`src/hdl/fuzzy_params.svh`:
```
`ifndef FUZZY_PARAMS_SVH
`define FUZZY_PARAMS_SVH

// ----------------------------------------
// Pointer steps, list codes and grading constants
// ----------------------------------------
`define FZ_MF_STEP      16'h0004
`define FZ_IN_STEP      16'h0001
`define FZ_LIST_STEP    16'h0001
`define FZ_SEP_CODE     8'hFE
`define FZ_END_CODE     8'hFF
`define FZ_GRADE_MAX    8'hFF
`define FZ_GRADE_ZERO   8'h00
`define FZ_SLOPE_VERT   8'h00
`define FZ_MF_LAST_IDX  2'h3

// ----------------------------------------
// Divider and reset values
// ----------------------------------------
`define FZ_DIV_STEPS    6'h20
`define FZ_RST_ADDR     16'h0000
`define FZ_RST_BYTE     8'h00

`endif

```
`src/hdl/fuzzy_pkg.sv`:
```
package fuzzy_pkg;

    typedef enum logic [1:0] {
        OP_GRADE        = 2'h0,
        OP_RULE         = 2'h1,
        WEIGHTED_SUM_OP = 2'h2,
        LONG_DIVIDE_OP  = 2'h3
    } fz_op_t;

    typedef enum logic [8:0] {
        S_IDLE     = 9'h001,
        S_MF_RD    = 9'h002,
        S_MF_WR    = 9'h004,
        S_RV_FETCH = 9'h008,
        S_RV_OPND  = 9'h010,
        S_RV_WR    = 9'h020,
        S_WS_S     = 9'h040,
        S_WS_F     = 9'h080,
        S_DIV      = 9'h100
    } fz_state_t;

    typedef struct packed {
        fz_op_t      op;
        logic [7:0]  acc;
        logic [7:0]  count;
        logic [15:0] ptr_x;
        logic [15:0] ptr_y;
        logic        v_flag;
        logic [31:0] dividend;
        logic [15:0] divisor;
    } fz_cmd_t;

    typedef struct packed {
        logic [7:0]  acc;
        logic [7:0]  count;
        logic [15:0] ptr_x;
        logic [15:0] ptr_y;
        logic        v_flag;
        logic [31:0] sum_prod;
        logic [15:0] sum_w;
        logic [15:0] quotient;
        logic [15:0] remainder;
        logic        div_ovf;
        logic        div_zero;
        logic        interrupted;
    } fz_res_t;

    typedef struct packed {
        logic        req;
        logic        we;
        logic [15:0] addr;
        logic [7:0]  wdata;
    } fz_mem_t;

endpackage

```
`src/hdl/fuzzy_inference_instr_unit.sv`:
```
`timescale 1ns/1ns
`include "fuzzy_params.svh"
// How it works
// - Grading writes rising-side grade at accumulator input if sloped and at most FF, else falling-side grade capped at FF, to byte at second pointer.
// - After grading, first pointer advances four, second pointer advances one.
// - Each list element other than the separator and end codes is an unsigned byte offset added to second pointer.
// - Separator code marks antecedent/consequent boundary and is no offset.
// - Every separator inverts the phase flag; clear means antecedents.
// - Antecedent phase keeps running minimum of accumulator and referenced inputs.
// - Rule evaluation loops over elements and stops on end-of-list code.
// - Rule evaluation yields to pending interrupts and resumes correctly later.
// - Weighted sum accumulates position times output and output sum per iteration.
// - Long divide splits 32-bit dividend by 16-bit divisor into quotient.
// - Consequent phase stores truth only where the output holds less.
// - Zero slope byte means a vertical side.
// - Grade is zero outside the closed interval between the two points.
module fuzzy_inference_instr_unit
    import fuzzy_pkg::*;
(
    input  wire logic       clk_in,
    input  wire logic       rst_b_in,
    input  wire logic       start_in,
    input  wire fz_cmd_t    cmd_in,
    input  wire logic       irq_pend_in,
    input  wire logic [7:0] mem_rdata_in,
    input  wire logic       mem_ack_in,
    output logic            busy_out,
    output logic            done_out,
    output fz_res_t         res_out,
    output fz_mem_t         mem_out
);

    // ----------------------------------------
    // Trapezoid evaluation
    // ----------------------------------------
    function automatic logic [7:0] grade_fn(input logic [7:0] a, input logic [7:0] p1,
                                            input logic [7:0] p2, input logic [7:0] s1,
                                            input logic [7:0] s2);
        logic        outside;
        logic [15:0] g1;
        logic [15:0] g2;
        logic [7:0]  g;
        outside = (a < p1) || (a > p2);
        g1 = outside ? 16'h0000 : (16'(a - p1) * 16'(s1));
        g2 = outside ? 16'h0000 : (16'(p2 - a) * 16'(s2));
        if (!outside && ((s2 == `FZ_SLOPE_VERT) || (g2 > 16'h00FF))) begin
            g = `FZ_GRADE_MAX;
        end else begin
            g = g2[7:0];
        end
        if (!((s1 == `FZ_SLOPE_VERT) || (g1 > 16'h00FF))) begin
            g = g1[7:0];
        end
        return g;
    endfunction

    fz_state_t   state_reg, state_next;
    fz_op_t      op_reg, op_next;
    logic [7:0]  acc_reg, acc_next;
    logic [7:0]  cnt_reg, cnt_next;
    logic [15:0] x_reg, x_next;
    logic [15:0] y_reg, y_next;
    logic        v_reg, v_next;
    logic [31:0] sp_reg, sp_next;
    logic [15:0] sw_reg, sw_next;
    logic [7:0]  mf_reg [3];
    logic [7:0]  mf_next [3];
    logic [1:0]  idx_reg, idx_next;
    logic [7:0]  ofs_reg, ofs_next;
    logic [31:0] dvd_reg, dvd_next;
    logic [15:0] dsr_reg, dsr_next;
    logic [15:0] rem_reg, rem_next;
    logic [5:0]  dcnt_reg, dcnt_next;
    logic        ovf_reg, ovf_next;
    logic        dz_reg, dz_next;
    logic        intr_reg, intr_next;
    logic        busy_reg, busy_next;
    logic        done_reg, done_next;
    fz_mem_t     mem_reg, mem_next;

    // ----------------------------------------
    // Next-state logic
    // ----------------------------------------
    always_comb begin
        logic [16:0] trial;
        logic        fin;
        trial = 17'h00000;
        fin = 1'b0;
        state_next = state_reg;
        op_next = op_reg;
        acc_next = acc_reg;
        cnt_next = cnt_reg;
        x_next = x_reg;
        y_next = y_reg;
        v_next = v_reg;
        sp_next = sp_reg;
        sw_next = sw_reg;
        mf_next = mf_reg;
        idx_next = idx_reg;
        ofs_next = ofs_reg;
        dvd_next = dvd_reg;
        dsr_next = dsr_reg;
        rem_next = rem_reg;
        dcnt_next = dcnt_reg;
        ovf_next = ovf_reg;
        dz_next = dz_reg;
        intr_next = intr_reg;
        busy_next = busy_reg;
        done_next = 1'b0;
        mem_next = mem_reg;
        unique case (state_reg)
            S_IDLE: begin
                if (start_in) begin
                    op_next = cmd_in.op;
                    acc_next = cmd_in.acc;
                    cnt_next = cmd_in.count;
                    x_next = cmd_in.ptr_x;
                    y_next = cmd_in.ptr_y;
                    v_next = cmd_in.v_flag;
                    intr_next = 1'b0;
                    busy_next = 1'b1;
                    idx_next = 2'h0;
                    unique case (cmd_in.op)
                        OP_GRADE: state_next = S_MF_RD;
                        OP_RULE:  state_next = S_RV_FETCH;
                        WEIGHTED_SUM_OP: begin
                            sp_next = 32'h00000000;
                            sw_next = 16'h0000;
                            if (cmd_in.count == 8'h00) begin
                                fin = 1'b1;
                            end else begin
                                state_next = S_WS_S;
                            end
                        end
                        LONG_DIVIDE_OP: begin
                            dvd_next = cmd_in.dividend;
                            dsr_next = cmd_in.divisor;
                            rem_next = 16'h0000;
                            dcnt_next = `FZ_DIV_STEPS;
                            dz_next = (cmd_in.divisor == 16'h0000);
                            ovf_next = 1'b0;
                            if (cmd_in.divisor == 16'h0000) begin
                                fin = 1'b1;
                            end else begin
                                state_next = S_DIV;
                            end
                        end
                    endcase
                end
            end
            S_MF_RD: begin
                if (mem_ack_in) begin
                    if (idx_reg == `FZ_MF_LAST_IDX) begin
                        mem_next.wdata = grade_fn(acc_reg, mf_reg[0], mf_reg[1],
                                                  mf_reg[2], mem_rdata_in);
                        state_next = S_MF_WR;
                    end else begin
                        mf_next[idx_reg] = mem_rdata_in;
                        idx_next = idx_reg + 2'h1;
                    end
                end
            end
            S_MF_WR: begin
                if (mem_ack_in) begin
                    x_next = x_reg + `FZ_MF_STEP;
                    y_next = y_reg + `FZ_IN_STEP;
                    fin = 1'b1;
                end
            end
            S_RV_FETCH: begin
                if (mem_ack_in) begin
                    x_next = x_reg + `FZ_LIST_STEP;
                    if (mem_rdata_in == `FZ_END_CODE) begin
                        fin = 1'b1;
                    end else if (mem_rdata_in == `FZ_SEP_CODE) begin
                        v_next = !v_reg;
                        // Back to antecedents: next rule starts a fresh minimum
                        if (v_reg) begin
                            acc_next = `FZ_GRADE_MAX;
                        end
                        if (irq_pend_in) begin
                            intr_next = 1'b1;
                            fin = 1'b1;
                        end
                    end else begin
                        ofs_next = mem_rdata_in;
                        state_next = S_RV_OPND;
                    end
                end
            end
            S_RV_OPND, S_RV_WR: begin
                if (mem_ack_in) begin
                    state_next = S_RV_FETCH;
                    if (state_reg == S_RV_OPND && !v_reg) begin
                        if (mem_rdata_in < acc_reg) begin
                            acc_next = mem_rdata_in;
                        end
                    end else if (state_reg == S_RV_OPND && mem_rdata_in < acc_reg) begin
                        state_next = S_RV_WR;
                    end
                    // Yield only between elements so no read-modify-write is split
                    if (state_next == S_RV_FETCH && irq_pend_in) begin
                        intr_next = 1'b1;
                        fin = 1'b1;
                    end
                end
            end
            S_WS_S: begin
                if (mem_ack_in) begin
                    ofs_next = mem_rdata_in;
                    state_next = S_WS_F;
                end
            end
            S_WS_F: begin
                if (mem_ack_in) begin
                    sp_next = sp_reg + 32'(16'(ofs_reg) * 16'(mem_rdata_in));
                    sw_next = sw_reg + 16'(mem_rdata_in);
                    x_next = x_reg + `FZ_LIST_STEP;
                    y_next = y_reg + `FZ_LIST_STEP;
                    cnt_next = cnt_reg - 8'h01;
                    if (cnt_reg == 8'h01) begin
                        fin = 1'b1;
                    end else begin
                        state_next = S_WS_S;
                    end
                end
            end
            S_DIV: begin
                // Restoring divide, one quotient bit a cycle; trades speed for area
                trial = {rem_reg, dvd_reg[31]} - {1'b0, dsr_reg};
                if (!trial[16]) begin
                    rem_next = trial[15:0];
                    dvd_next = {dvd_reg[30:0], 1'b1};
                end else begin
                    rem_next = {rem_reg[14:0], dvd_reg[31]};
                    dvd_next = {dvd_reg[30:0], 1'b0};
                end
                dcnt_next = dcnt_reg - 6'h01;
                if (dcnt_reg == 6'h01) begin
                    ovf_next = (dvd_next[31:16] != 16'h0000);
                    fin = 1'b1;
                end
            end
        endcase
        if (fin) begin
            state_next = S_IDLE;
            busy_next = 1'b0;
            done_next = 1'b1;
        end
        mem_next.req = 1'b1;
        mem_next.we = 1'b0;
        unique case (state_next)
            S_MF_RD:    mem_next.addr = x_next + 16'(idx_next);
            S_MF_WR:    mem_next.addr = y_next;
            S_RV_FETCH: mem_next.addr = x_next;
            S_RV_OPND:  mem_next.addr = y_next + 16'(ofs_next);
            S_WS_S:     mem_next.addr = x_next;
            S_WS_F:     mem_next.addr = y_next;
            S_RV_WR:    mem_next.addr = y_next + 16'(ofs_next);
            S_IDLE, S_DIV: begin
                mem_next.req = 1'b0;
            end
        endcase
        if (state_next == S_MF_WR || state_next == S_RV_WR) begin
            mem_next.we = 1'b1;
        end
        if (state_next == S_RV_WR) begin
            mem_next.wdata = acc_next;
        end
    end

    // ----------------------------------------
    // State registers
    // ----------------------------------------
    always_ff @(posedge clk_in) begin
        if (!rst_b_in) begin
            state_reg <= S_IDLE;
            op_reg <= OP_GRADE;
            acc_reg <= `FZ_RST_BYTE;
            cnt_reg <= `FZ_RST_BYTE;
            x_reg <= `FZ_RST_ADDR;
            y_reg <= `FZ_RST_ADDR;
            v_reg <= 1'b0;
            sp_reg <= 32'h00000000;
            sw_reg <= 16'h0000;
            mf_reg <= '{`FZ_RST_BYTE, `FZ_RST_BYTE, `FZ_RST_BYTE};
            idx_reg <= 2'h0;
            ofs_reg <= `FZ_RST_BYTE;
            dvd_reg <= 32'h00000000;
            dsr_reg <= 16'h0000;
            rem_reg <= 16'h0000;
            dcnt_reg <= 6'h00;
            ovf_reg <= 1'b0;
            dz_reg <= 1'b0;
            intr_reg <= 1'b0;
            busy_reg <= 1'b0;
            done_reg <= 1'b0;
            mem_reg <= '0;
        end else begin
            state_reg <= state_next;
            op_reg <= op_next;
            acc_reg <= acc_next;
            cnt_reg <= cnt_next;
            x_reg <= x_next;
            y_reg <= y_next;
            v_reg <= v_next;
            sp_reg <= sp_next;
            sw_reg <= sw_next;
            mf_reg <= mf_next;
            idx_reg <= idx_next;
            ofs_reg <= ofs_next;
            dvd_reg <= dvd_next;
            dsr_reg <= dsr_next;
            rem_reg <= rem_next;
            dcnt_reg <= dcnt_next;
            ovf_reg <= ovf_next;
            dz_reg <= dz_next;
            intr_reg <= intr_next;
            busy_reg <= busy_next;
            done_reg <= done_next;
            mem_reg <= mem_next;
        end
    end

    assign busy_out = busy_reg;
    assign done_out = done_reg;
    assign mem_out = mem_reg;
    assign res_out = '{acc: acc_reg, count: cnt_reg, ptr_x: x_reg, ptr_y: y_reg,
                       v_flag: v_reg, sum_prod: sp_reg, sum_w: sw_reg,
                       quotient: dvd_reg[15:0], remainder: rem_reg, div_ovf: ovf_reg,
                       div_zero: dz_reg, interrupted: intr_reg};

    // ----------------------------------------
    // Checks
    // ----------------------------------------
    a_grade_ptr_step:
    assert property (@(posedge clk_in) disable iff (!rst_b_in)
        (state_reg == S_MF_WR && mem_ack_in) |=>
        (x_reg == $past(x_reg) + `FZ_MF_STEP) && (y_reg == $past(y_reg) + `FZ_IN_STEP) && done_out)
        else $error("grading pointers did not advance");
    a_grade_write_dest:
    assert property (@(posedge clk_in) disable iff (!rst_b_in)
        (state_reg == S_MF_WR) |-> (mem_out.req && mem_out.we && mem_out.addr == y_reg))
        else $error("grade not written at second pointer");
    a_rule_sep_flip:
    assert property (@(posedge clk_in) disable iff (!rst_b_in)
        (state_reg == S_RV_FETCH && mem_ack_in && mem_rdata_in == `FZ_SEP_CODE) |=>
        (v_reg != $past(v_reg)) && (state_reg == S_RV_FETCH || intr_reg))
        else $error("separator did not flip phase");
    a_rule_offset_addr:
    assert property (@(posedge clk_in) disable iff (!rst_b_in)
        (state_reg == S_RV_OPND) |-> (mem_out.addr == y_reg + 16'(ofs_reg) && !mem_out.we))
        else $error("operand address is not base plus offset");
    a_rule_min_keep:
    assert property (@(posedge clk_in) disable iff (!rst_b_in)
        (state_reg == S_RV_OPND && mem_ack_in && !v_reg) |=>
        (acc_reg <= $past(acc_reg)) && (acc_reg <= $past(mem_rdata_in)))
        else $error("running minimum not kept");
    a_rule_end_stop:
    assert property (@(posedge clk_in) disable iff (!rst_b_in)
        (state_reg == S_RV_FETCH && mem_ack_in && mem_rdata_in == `FZ_END_CODE) |=>
        done_out && !busy_out && !mem_out.req && !intr_reg)
        else $error("end code did not stop evaluation");
    a_rule_max_store:
    assert property (@(posedge clk_in) disable iff (!rst_b_in)
        (state_reg == S_RV_OPND && mem_ack_in && v_reg && mem_rdata_in >= acc_reg) |=>
        (state_reg != S_RV_WR))
        else $error("larger fuzzy output overwritten");
    a_rule_irq_yield:
    assert property (@(posedge clk_in) disable iff (!rst_b_in)
        (state_reg == S_RV_OPND && mem_ack_in && !v_reg && irq_pend_in) |=>
        done_out && intr_reg && x_reg == $past(x_reg))
        else $error("evaluation did not yield to interrupt");
    a_wsum_count:
    assert property (@(posedge clk_in) disable iff (!rst_b_in)
        (state_reg == S_WS_F && mem_ack_in) |=>
        (cnt_reg == $past(cnt_reg) - 8'h01) && (sw_reg == $past(sw_reg) + 16'($past(mem_rdata_in))))
        else $error("weighted sum step wrong");
    a_ldiv_rem_bound:
    assert property (@(posedge clk_in) disable iff (!rst_b_in)
        (done_out && op_reg == LONG_DIVIDE_OP && !dz_reg) |-> (rem_reg < dsr_reg))
        else $error("divide remainder not below divisor");

endmodule // fuzzy_inference_instr_unit

```
`config.mk`:
```
export PLATFORM = sky130hd
export DESIGN_NAME = fuzzy_inference_instr_unit
export DESIGN_NICKNAME = d
export VERILOG_FILES = /design/src/hdl/fuzzy_pkg.sv /design/src/hdl/fuzzy_inference_instr_unit.sv
export VERILOG_INCLUDE_DIRS = /design/src /design/src/hdl
export SDC_FILE = /design/constraint.sdc
export NUM_CORES = 1
export LEC_CHECK = 0
export ABC_AREA = 1
export BUFFER_PORTS_ARGS = -buffer_cell sky130_fd_sc_hd__buf_2
export CORE_MARGIN = 2
export CORE_UTILIZATION = 30
export CTS_CLUSTER_DIAMETER = 50
export DETAILED_ROUTE_END_ITERATION = 6
export PLACE_DENSITY = 0.47
export SLEW_MARGIN = 20
export SYNTH_ARGS = -nofsm -noshare
export SYNTH_HDL_FRONTEND = slang
export SYNTH_SLANG_ARGS = --single-unit
```
`constraint.sdc`:
```
create_clock -name clk_in -period 5.8 [get_ports clk_in]
set_clock_uncertainty 0.1 [all_clocks]
set_input_delay 1.16 -clock clk_in [delete_from_list [all_inputs] [get_ports clk_in]]
set_output_delay 1.16 -clock clk_in [all_outputs]
set_load 0.005 [all_outputs]
```
==> results.yml <==
floorplan:
  initial_core_util_pct: 30.4
  dieHeight_um: 287
  dieArea_mm2: 0.0824
  coreArea_mm2: 0.0791
  rows: 103
  ioPinCount: 272
  die_x_um: 287
synth:
  synth_area_leaders: "dfxtp_1, fa_1, nand2_1"
  yosys.area.top_type: "dfxtp_1"
  synth_top_area_share_pct: 20.1
  syn-num-nets: 4002
  synth_ff_type: "dfxtp_1"
  synth_most_common_cell: "nand2_1"
  syn_inst: 3557
  synth.distinct_cells: 63
  syn_area_per_cell_um2: 6.75
  netlist_area_mm2: 0.0240
  ys_ff_latch: 241
  synth-async-reset-ratio_pct: 0
  yosysWarnings: 0
  ys_seq_area_share_pct: 20.1
  synth_edf_count: 0
  synthTopCellsByCount: "nand2_1, inv_1, nor2_1"
timing:
  maxSlewViolCount: 0
  worstMarginPinSlew_ns: 1.10
  timing.final.crit_share_pct: 103
  tns_ns: -1.48
  fin_crit_ns: 5.99
  layout_setup_ws_ns: -0.195
  setup-violations-final: 8
  relSlewSlack_pct: 26.1
  hold_viol: 0
  fmax_mhz: 167
  grt_setup_unrepaired: "yes"
cts:
  clk_pin_slew_worst_paths_ns: 0.05
  clk-insertion-delay-late_ns: 0.62
  clock_path_buffers: 3
  cts-root-buf: "clkbuf_16"
  cts_tree: "built"
  cts_buffers: 50
  htree_num_levels: 2
  clock_sinks: 241
  hold_buffers: 0
placed_design:
  io_buffer_count: 271
  globalplace.congestion: 0.876
  dpl.hpwl_mm: 67.7
routing:
  num_vias: 24100
  post_drt_via_cell_ratio: 4.73
  drtIter0Drc: 1286
  drc: 0
  dr.pass1.iters: 5
  wl_mm: 85.6
  ant_nets: 0
  wl_per_cell_um: 16.8
setup_path:
  crit_path_max_incr_delay_ns: 0.55
  worstPathArrival_ns: 6.32
  crit_required_ns: 6.13
  worstSetupStartpointType: "flip-flop"
  crit_fanout: 7
  crit_type: "reg2reg"
  end_kind: "flip-flop"
  crit_slowest_cell: "fa_1"
cells_and_area:
  fin_nets: 4448
  syn2layout_area_growth_pct: 27.0
  drive_gt1_share_pct: 21.6
  fillers: 8589
worst_hold_path:
  hold_class: "reg2reg"
flow_run:
  drv_cap: 0
global_routing:
  grt_antenna_before_repair: 5
  grt_max_degree: 135
  grt-ovfl-total: 0
  grt_usage_pct: 20.4
  grt_pass1_wl_mm: 133
  grt_pass1_vias: 23700
outcome:
  status: "finished with violations"
  violations: "negative setup slack"
placed cells by master (no fill, tap or decap), types with 13 or more instances in the layout:
cell type,synthesis,final
nor3_1,42,35
inv_1,596,565
buf_2,11,271
xnor2_1,27,25
or2_2,21,20
ha_1,167,149
nor2_1,342,328
o21ai_1,10,16
fa_1,166,163
ha_4,0,18
buf_4,25,234
a21oi_2,7,21
a31oi_1,42,42
clkbuf_16,0,50
a211oi_1,15,13
nor2_2,10,23
nand3_1,165,163
o211ai_1,22,22
inv_2,23,50
dfxtp_1,241,232
xor2_1,58,54
o21ai_0,183,170
nor4_1,14,14
nand2_1,871,846
nand4_1,46,46
a21oi_1,216,201
nand2_2,20,38
path summary, 6_finish.rpt:
kind / from / to / slack, ns / cells past startpoint
worst max-delay path: acc_reg[0] / mem_out[6] / -0.19 / 33
worst min-delay path: dsr_reg[11] / dsr_reg[11] / 0.36 / 2
worst max register to register: acc_reg[0] / mem_out[6] / -0.19 / 33
worst min register to register: dsr_reg[11] / dsr_reg[11] / 0.36 / 2
through the flow:
stage | instance area (um^2) | utilization [%] | setup slack, ns | hold WS, ns | std cells
after floorplan | 24200 | - | 0.00716 | 0.327 | 3557
after global placement | 27900 | 35.2 | -0.391 | 0.343 | 4965
after detailed placement | 27900 | 35.2 | -0.495 | 0.349 | 4965
after CTS | 30300 | 38.3 | -0.209 | 0.364 | 5085
after global routing | 30500 | 38.6 | -0.613 | 0.388 | 5091
final | 30500 | 38.6 | -0.195 | 0.361 | 5091
critical path, delay by kind of cell, from the launching register on:
| kind | cells | cell delay, ns |
|---|---|---|
| adder cells (fa/ha/maj) | 7 | 2.80 |
| AO/OA/AOI/OAI | 3 | 0.33 |
| XOR/XNOR | 2 | 0.32 |
| buffers and inverters | 10 | 0.91 |
| AND/OR/NAND/NOR | 11 | 1.06 |
| flip-flops | 1 | 0.33 |
metal layers:
layer / vias to the layer above / routed length (um) / track usage, %
li1: 12200 / - / -
met1: 11300 / 39900 / 27.7
met2: 494 / 39000 / 33.4
met3: 125 / 4660 / 3.75
met4: 6 / 1930 / 4.96
met5: - / 40 / 0
what timing repair did:
| item | CTS | global route |
|---|---|---|
| setup buffers | 30 | 5 |
| endpoints found under the setup margin | 8 | 8 |
| gates cloned | 1 | 0 |
| pin swaps | 114 | 62 |
| resized for setup | 105 | 47 |
| endpoints found under the hold margin | 0 | 0 |
layout make-up:
class,count,area [um^2],share of cell area [%]
clock inverter,32,494,1.62
inverter,629,2380,7.79
antenna,1,2.50,0.00820
clock buffer,57,1320,4.32
timing repair buffer,517,3270,10.7
tap,1050,1310,4.30
sequential,241,4840,15.9
multi-input combinational,2564,16900,55.4
kinds of logic after synthesis:
logic type | after synthesis | synth area share, %
adder cells (fa/ha/maj) | 333 | 22.5
flip-flops | 241 | 20.1
AO/OA/AOI/OAI | 569 | 13.5
XOR/XNOR | 85 | 3.10
AND/OR/NAND/NOR | 1576 | 28.4
buffers and inverters | 753 | 12.4
Power is not shown: default switching activity piles up to over one toggle a cycle in this logic, so the estimate is an artifact.
